[src/shared/bts_pkg.sv]
// What this block does
// [RQ1] clear-skip test takes a 7-bit register address 0..127 and bit index 0..7
// [RQ2] top field 01, next field 10 decodes as clear-skip; skip when bit is zero
// [RQ3] top field 01, next field 11 decodes as set-skip; skip when bit is one
// [RQ4] a taken skip discards the prefetched instruction and runs a no-operation cycle
// [RQ5] one word; one cycle without skip, two cycles when the skip is taken
// [RQ6] no status flag, tested register or working register is ever written
//
// Purpose: shared constants and carriers for the bit-test-skip decoder
// Assumes: 14-bit instruction words, 8-bit data registers
// Notes:   field positions are named here once and used by name in the decoder; the bench packs words by concatenation
`default_nettype none
package bts_pkg;
   localparam int          INSTR_W       = 14;
   localparam int          ADDR_W        = 7;
   localparam int          BIDX_W        = 3;
   localparam int          DATA_W        = 8;
   // instruction field positions
   localparam int          TOP_MSB       = 13;
   localparam int          TOP_LSB       = 12;
   localparam int          SUB_MSB       = 11;
   localparam int          SUB_LSB       = 10;
   localparam int          BIDX_MSB      = 9;
   localparam int          BIDX_LSB      = 7;
   localparam int          ADDR_MSB      = 6;
   localparam int          ADDR_LSB      = 0;
   // field encodings
   localparam logic [1:0]  TOP_BIT_OPS   = 2'h1;
   localparam logic [1:0]  SUB_CLR_SKIP  = 2'h2;
   localparam logic [1:0]  SUB_SET_SKIP  = 2'h3;
   // instruction cycle counts
   localparam int          CYC_NO_SKIP   = 1;
   localparam int          CYC_SKIP      = 2;
   // reset values
   localparam logic [ADDR_W-1:0] ADDR_RST = 7'h00;

   typedef struct packed {
      logic               valid;
      logic [INSTR_W-1:0] word;
   } bts_instr_t;

   typedef struct packed {
      logic done;        // one-cycle pulse when the instruction retires
      logic flush;       // one-cycle pulse: discard the prefetched word
      logic no_op_cycle; // one-cycle pulse: the no_operation_cycle slot
   } bts_result_t;

   typedef struct packed {
      logic file_we;
      logic work_we;
      logic status_we;
   } bts_write_t;
endpackage
`default_nettype wire

[src/hw/bts_bit_select.sv]
// Purpose: pick one bit of a register value and form the skip condition
// Assumes: purely combinational, same clock domain as its user
// Notes:   polarity high means skip when the bit reads one
`default_nettype none
module bts_bit_select #(
   parameter int DATA_W = 8,
   parameter int BIDX_W = 3
) (
   input  wire logic [DATA_W-1:0] data,
   input  wire logic [BIDX_W-1:0] bit_idx,
   input  wire logic              skip_on_one,
   output logic                   take_skip
);
   // compare the selected bit against the wanted polarity
   assign take_skip = (data[bit_idx] == skip_on_one);
endmodule
`default_nettype wire

[src/hw/bts_decode.sv]
// Purpose: decode and execute the two bit-test-skip instructions
// Assumes: register file read is combinational on rf_addr, same clock
// Notes:   other opcodes are ignored here; the core must not issue while busy
`default_nettype none
module bts_decode #(
   parameter int DATA_W = bts_pkg::DATA_W
) (
   input  wire logic                          clk,
   input  wire logic                          sys_rst,
   input  wire bts_pkg::bts_instr_t           instr,
   input  wire logic [DATA_W-1:0]             rf_rdata,
   output logic                               busy,
   output logic [bts_pkg::ADDR_W-1:0]         rf_addr,
   output logic                               rf_rd_en,
   output bts_pkg::bts_result_t               result,
   output bts_pkg::bts_write_t                wr_en
);
   typedef enum logic [2:0] {
      BTS_IDLE = 3'b001,
      BTS_TEST = 3'b010,
      BTS_NOP  = 3'b100
   } bts_state_t;

   // recognise either skip form by its top two fields
   function automatic logic is_bit_skip(input logic [bts_pkg::INSTR_W-1:0] w);
      is_bit_skip = (w[bts_pkg::TOP_MSB:bts_pkg::TOP_LSB] == bts_pkg::TOP_BIT_OPS) &&
                    w[bts_pkg::SUB_MSB];
   endfunction

   bts_state_t                   state_ff;
   bts_state_t                   nxt_state;
   logic [bts_pkg::ADDR_W-1:0]   addr_ff;
   logic [bts_pkg::BIDX_W-1:0]   bidx_ff;
   logic                         pol_ff;
   logic                         rd_en_ff;
   logic                         busy_ff;
   logic                         done_ff;
   logic                         flush_ff;
   logic                         nop_ff;
   bts_pkg::bts_write_t          wr_ff;
   logic                         take;
   logic                         start;

   assign start = instr.valid && (state_ff == BTS_IDLE) && is_bit_skip(instr.word);

   // tested bit against polarity
   bts_bit_select #(
      .DATA_W (DATA_W),
      .BIDX_W (bts_pkg::BIDX_W)
   ) u_sel (
      .data        (rf_rdata),
      .bit_idx     (bidx_ff),
      .skip_on_one (pol_ff),
      .take_skip   (take)
   );

   // next state: a taken skip adds the no-operation slot
   always_comb begin
      nxt_state = state_ff;
      case (state_ff)
         BTS_IDLE: begin
            if (start) begin
               nxt_state = BTS_TEST;
            end
         end
         BTS_TEST: begin
            nxt_state = take ? BTS_NOP : BTS_IDLE; // RQ5
         end
         BTS_NOP: begin
            nxt_state = BTS_IDLE;
         end
         default: begin
            nxt_state = BTS_IDLE;
         end
      endcase
   end

   always_ff @(posedge clk) begin
      if (sys_rst) begin
         state_ff <= BTS_IDLE;
      end else begin
         state_ff <= nxt_state;
      end
   end

   // latch operands at decode; address and bit index are separate fields
   always_ff @(posedge clk) begin
      if (sys_rst) begin
         addr_ff <= bts_pkg::ADDR_RST;
         bidx_ff <= 3'h0;
         pol_ff  <= 1'b0;
      end else if (start) begin
         addr_ff <= instr.word[bts_pkg::ADDR_MSB:bts_pkg::ADDR_LSB];   // RQ1
         bidx_ff <= instr.word[bts_pkg::BIDX_MSB:bts_pkg::BIDX_LSB];   // RQ1
         // low sub bit picks the polarity: 10 skips on zero, 11 on one
         pol_ff  <= (instr.word[bts_pkg::SUB_MSB:bts_pkg::SUB_LSB] == bts_pkg::SUB_SET_SKIP); // RQ2 RQ3
      end
   end

   // read strobe covers the single test cycle only
   always_ff @(posedge clk) begin
      if (sys_rst) begin
         rd_en_ff <= 1'b0;
      end else begin
         rd_en_ff <= start;
      end
   end

   // busy holds off the core until the instruction and any nop slot finish
   always_ff @(posedge clk) begin
      if (sys_rst) begin
         busy_ff <= 1'b0;
      end else begin
         busy_ff <= (nxt_state != BTS_IDLE);
      end
   end

   // retire pulses; flush goes out with done so the prefetch is dropped in time
   always_ff @(posedge clk) begin
      if (sys_rst) begin
         done_ff  <= 1'b0;
         flush_ff <= 1'b0;
      end else begin
         done_ff  <= (state_ff == BTS_TEST);
         flush_ff <= (state_ff == BTS_TEST) && take; // RQ4
      end
   end

   // the slot the discarded word would have used becomes a no_operation_cycle
   always_ff @(posedge clk) begin
      if (sys_rst) begin
         nop_ff <= 1'b0;
      end else begin
         nop_ff <= (state_ff == BTS_NOP); // RQ4
      end
   end

   // write enables kept low: a test never touches flags, file or working reg
   always_ff @(posedge clk) begin
      if (sys_rst) begin
         wr_ff <= '0;
      end else begin
         wr_ff <= '0; // RQ6
      end
   end

   assign busy               = busy_ff;
   assign rf_addr            = addr_ff;
   assign rf_rd_en           = rd_en_ff;
   assign result.done        = done_ff;
   assign result.flush       = flush_ff;
   assign result.no_op_cycle = nop_ff;
   assign wr_en              = wr_ff;

   // checks on decode, retire and no-operation timing
   // the skip encodings are decoded again here, apart from the function above
   logic                         is_skip_word;
   assign is_skip_word = (instr.word[bts_pkg::TOP_MSB:bts_pkg::TOP_LSB] == bts_pkg::TOP_BIT_OPS) &&
                         ((instr.word[bts_pkg::SUB_MSB:bts_pkg::SUB_LSB] == bts_pkg::SUB_CLR_SKIP) ||
                          (instr.word[bts_pkg::SUB_MSB:bts_pkg::SUB_LSB] == bts_pkg::SUB_SET_SKIP));
endmodule
`default_nettype wire

[config.mk]
export PLATFORM = sky130hd
export DESIGN_NAME = bts_decode
export DESIGN_NICKNAME = d
export VERILOG_FILES = /design/src/shared/bts_pkg.sv /design/src/hw/bts_bit_select.sv /design/src/hw/bts_decode.sv
export SDC_FILE = /design/constraint.sdc
export NUM_CORES = 1
export LEC_CHECK = 0
export BUFFER_PORTS_ARGS = -buffer_cell sky130_fd_sc_hd__buf_2
export CAP_MARGIN = 20
export CORE_UTILIZATION = 38
export DETAILED_ROUTE_END_ITERATION = 12
export PLACE_DENSITY = 0.72
export SYNTH_ARGS = -nofsm -noshare
export SYNTH_HDL_FRONTEND = slang
export SYNTH_HIERARCHICAL = 1
export SYNTH_SLANG_ARGS = --single-unit
[constraint.sdc]
create_clock -name clk -period 4.8 [get_ports clk]
set_input_delay 0.48 -clock clk [delete_from_list [all_inputs] [get_ports clk]]
set_output_delay 0.48 -clock clk [all_outputs]
set_load 0.02 [all_outputs]
==> reports/qor.yml <==
status: "complete, no violations"
wl_um: 1390
finalHoldViolations: 0
grt-ovfl-total: 0
critPathKind: "primary input to register"
slew_viol_final: 0
finalNetCount: 138
whs_path_depth: 2
cts_buffers: 3
peakVddDrop_uv: 114
dp_cells: 135
wl_met1_um: 583
route.top_layer_used: "met4"
drtAntennaViolNets: 0
ys_seq_area_share_pct: 46.2
clk_latency_ns: 0.29
power.density_nw_per_um2: 270
final_cells: 139
hpwl_um: 1040
syn_inst: 80
grt_max_degree: 27
setup_tns_ns: 0
setup_viol: 0
clock_skew_ns: 0.00718
synth_cell_types: 17
clock_power_share_pct: 29.4
rsz0062_at_grt: "false"
clock-sinks: 19
tightest_slew_ns: 1.04
reg2reg_from: "bidx_ff[0]$_SDFFE_PP0P_"
num_vias: 618
hp-class: "primary input to register"
ctsHoldBuffers: 0
drc: 0
seq_power_share_pct: 59.7
cp-start-kind: "primary input"
grt_pass1_vias: 609
post_cts_buffers: 0
r2r_slack_ns: 3.17
leakage_nw: 0.472
die_w_um: 48.5
syn-mean-instance-area_sq_um: 10.3
placed_cell_area_sq_um: 976
total_power_w: 0.000271
min_to: "nop_ff$_SDFF_PP0_"
cts_root_buf: "clkbuf_4"
dr.pass1.iters: 4
clk_pin_slew_ns: 0.11
fp-row-count: 16
swShare_pct: 24.1
syn_to_final_growth_pct: 21.9
finalCritPeriodShare_pct: 35.7
grt_util_all_layers_pct: 14.2
nFillCells: 213
core_area_sq_um: 2000
diodes: 0
ios: 40
avgRoutedWirePerCell_um: 9.98
maxCapViolCount: 0
multi_input_area_sq_um: 378
die_h_um: 48.5
slew_headroom_pct: 30.4
grt_pass1_wl_um: 2570
rr_worst_depth: 5
place_congestion: 0.656
syn-cell-area_sq_um: 823
crit_arrival_ns: 1.94
drive_gt1_share_pct: 38.4
dr_wl_met3_um: 65
htreeDepth: 1
vias_per_cell: 4.45
synth-seq-cells: 19
r2r_end: "busy$_SDFF_PP0_"
post_cts_resized: 0
switching_power_w: 0.0000654
period_needed_ns: 1.71
seqCellArea_sq_um: 380
cp-end-kind: "register"
required_ns: 5.03
p_int_w: 0.000206
cts_tree: "done"
dr.first_iter.drc_count: 3
synth_warnings: 6
cp_max_fo: 15
ctsLongestPathBuffers: 2
initial_utilization_pct: 41.1
min_from: "sys_rst"
design_area_sq_um: 1000
max_freq_mhz: 583
dieArea_sq_um: 2360
antenna_found_initial: 0
comb_power_share_pct: 10.9
io_buffers: 36
wl_met2_um: 698
## critical path, cell delays in order
cell and delay [ns]:
buf_2 0.10, nand4b_4 0.17, nor4b_4 0.91, mux2i_1 0.29
## state kept, by name (all words and copies together) (netlist names)
name      count
nop_ff        1
rf_addr       7
busy          1
bidx_ff       3
rf_rd_en      1
flush_ff      1
state_ff      3
done_ff       1
pol_ff        1
## layout by cell type, fill, tap and decap left out
| cell | instances |
|---|---|
| nand2_1 | 22 |
| nor4b_1 | 2 |
| and2_1 | 4 |
| nand4b_4 | 1 |
| mux4_2 | 1 |
| buf_2 | 36 |
| conb_1 | 3 |
| xor2_1 | 1 |
| clkinv_1 | 1 |
| clkbuf_4 | 3 |
| a21o_1 | 1 |
| nor4b_4 | 1 |
| a21oi_1 | 1 |
| dfxtp_1 | 19 |
| clkinv_2 | 1 |
| mux2i_1 | 15 |
## cell type report
| cell class | count | area share (%) |
|---|---|---|
| clock inverters | 1 | 0.499 |
| multi-input cells | 52 | 37.7 |
| clock buffers | 3 | 2.24 |
| inverters | 1 | 0.374 |
| well taps | 27 | 3.37 |
| repair buffers | 36 | 18.0 |
| flip-flops and latches | 19 | 37.9 |
## routing by layer
metal	vias to the layer above	GRT usage [%]
li1	318	-
met1	276	15.5
met2	20	24.9
met3	4	2.20
met4	0	10.3
met5	-	0
## how the worst max path moves through the flow
stage,end,start,slack [ns],cells past startpoint
global route,pol_ff$_SDFFE_PP0P_,instr[13],2.98,4
finish,pol_ff$_SDFFE_PP0P_,instr[13],3.09,4
global placement,bidx_ff[1]$_SDFFE_PP0P_,instr[13],2.82,4
floorplan,busy$_SDFF_PP0_,bidx_ff[0]$_SDFFE_PP0P_,3.24,6
CTS,pol_ff$_SDFFE_PP0P_,instr[13],3.09,4
detailed placement,rf_addr[1]$_SDFFE_PP0P_,instr[13],2.78,4
## power by group through the flow
| stage | sequential, W | combinational (W) | clock [W] |
|---|---|---|---|
| 6_report | 0.000162 | 0.0000294 | 0.0000796 |
| 5_1_grt | 0.000162 | 0.0000328 | 0.0000888 |
| 4_1_cts | 0.000162 | 0.0000297 | 0.0000814 |
| 3_5_place_dp | 0.000165 | 0.0000296 | 0 |
| 3_3_place_gp | 0.000165 | 0.0000292 | 0 |
| 2_1_floorplan | 0.000167 | 0.0000173 | 0 |
## stage by stage
| stage | worst slack (ns) | utilization [%] | hold WS [ns] |
|---|---|---|---|
| 6_report | 3.09 | 50.1 | 0.368 |
| 5_1_grt | 2.98 | 50.1 | 0.363 |
| 4_1_cts | 3.09 | 50.1 | 0.361 |
| 3_5_place_dp | 2.78 | 48.8 | 0.448 |
| 3_3_place_gp | 2.82 | 48.8 | 0.442 |
| 2_1_floorplan | 3.24 | - | 0.422 |
## logic make-up (layout without fill, tap and decap cells)
group           count (synthesis)  after routing  share of synthesized area (%)
other cells                     1              3                          0.455
buf+inv                        11             41                           8.81
xor+xnor                        1              1                           1.06
mux                            16             16                           21.0
compound gates                  2              2                           1.52
flops                          19             19                           46.2
simple gates                   30             30                           21.0
## cell usage after synthesis
cell type | count | share of area (%)
clkinv_1 | 1 | 0.46
dfxtp_1 | 19 | 46
and2_1 | 4 | 3.0
conb_1 | 1 | 0.46
nor4b_1 | 2 | 2.1
nand4b_4 | 1 | 2.9
clkbuf_2 | 1 | 0.61
buf_6 | 1 | 1.4
mux2i_1 | 15 | 18
nor4b_4 | 1 | 2.9
mux4_2 | 1 | 2.7
buf_4 | 6 | 5.5
nand2_1 | 22 | 10
a21oi_1 | 1 | 0.61
xor2_1 | 1 | 1.1
clkbuf_1 | 2 | 0.91
a21o_1 | 1 | 0.91
No activity file was read; power rests on OpenSTA's default activity.
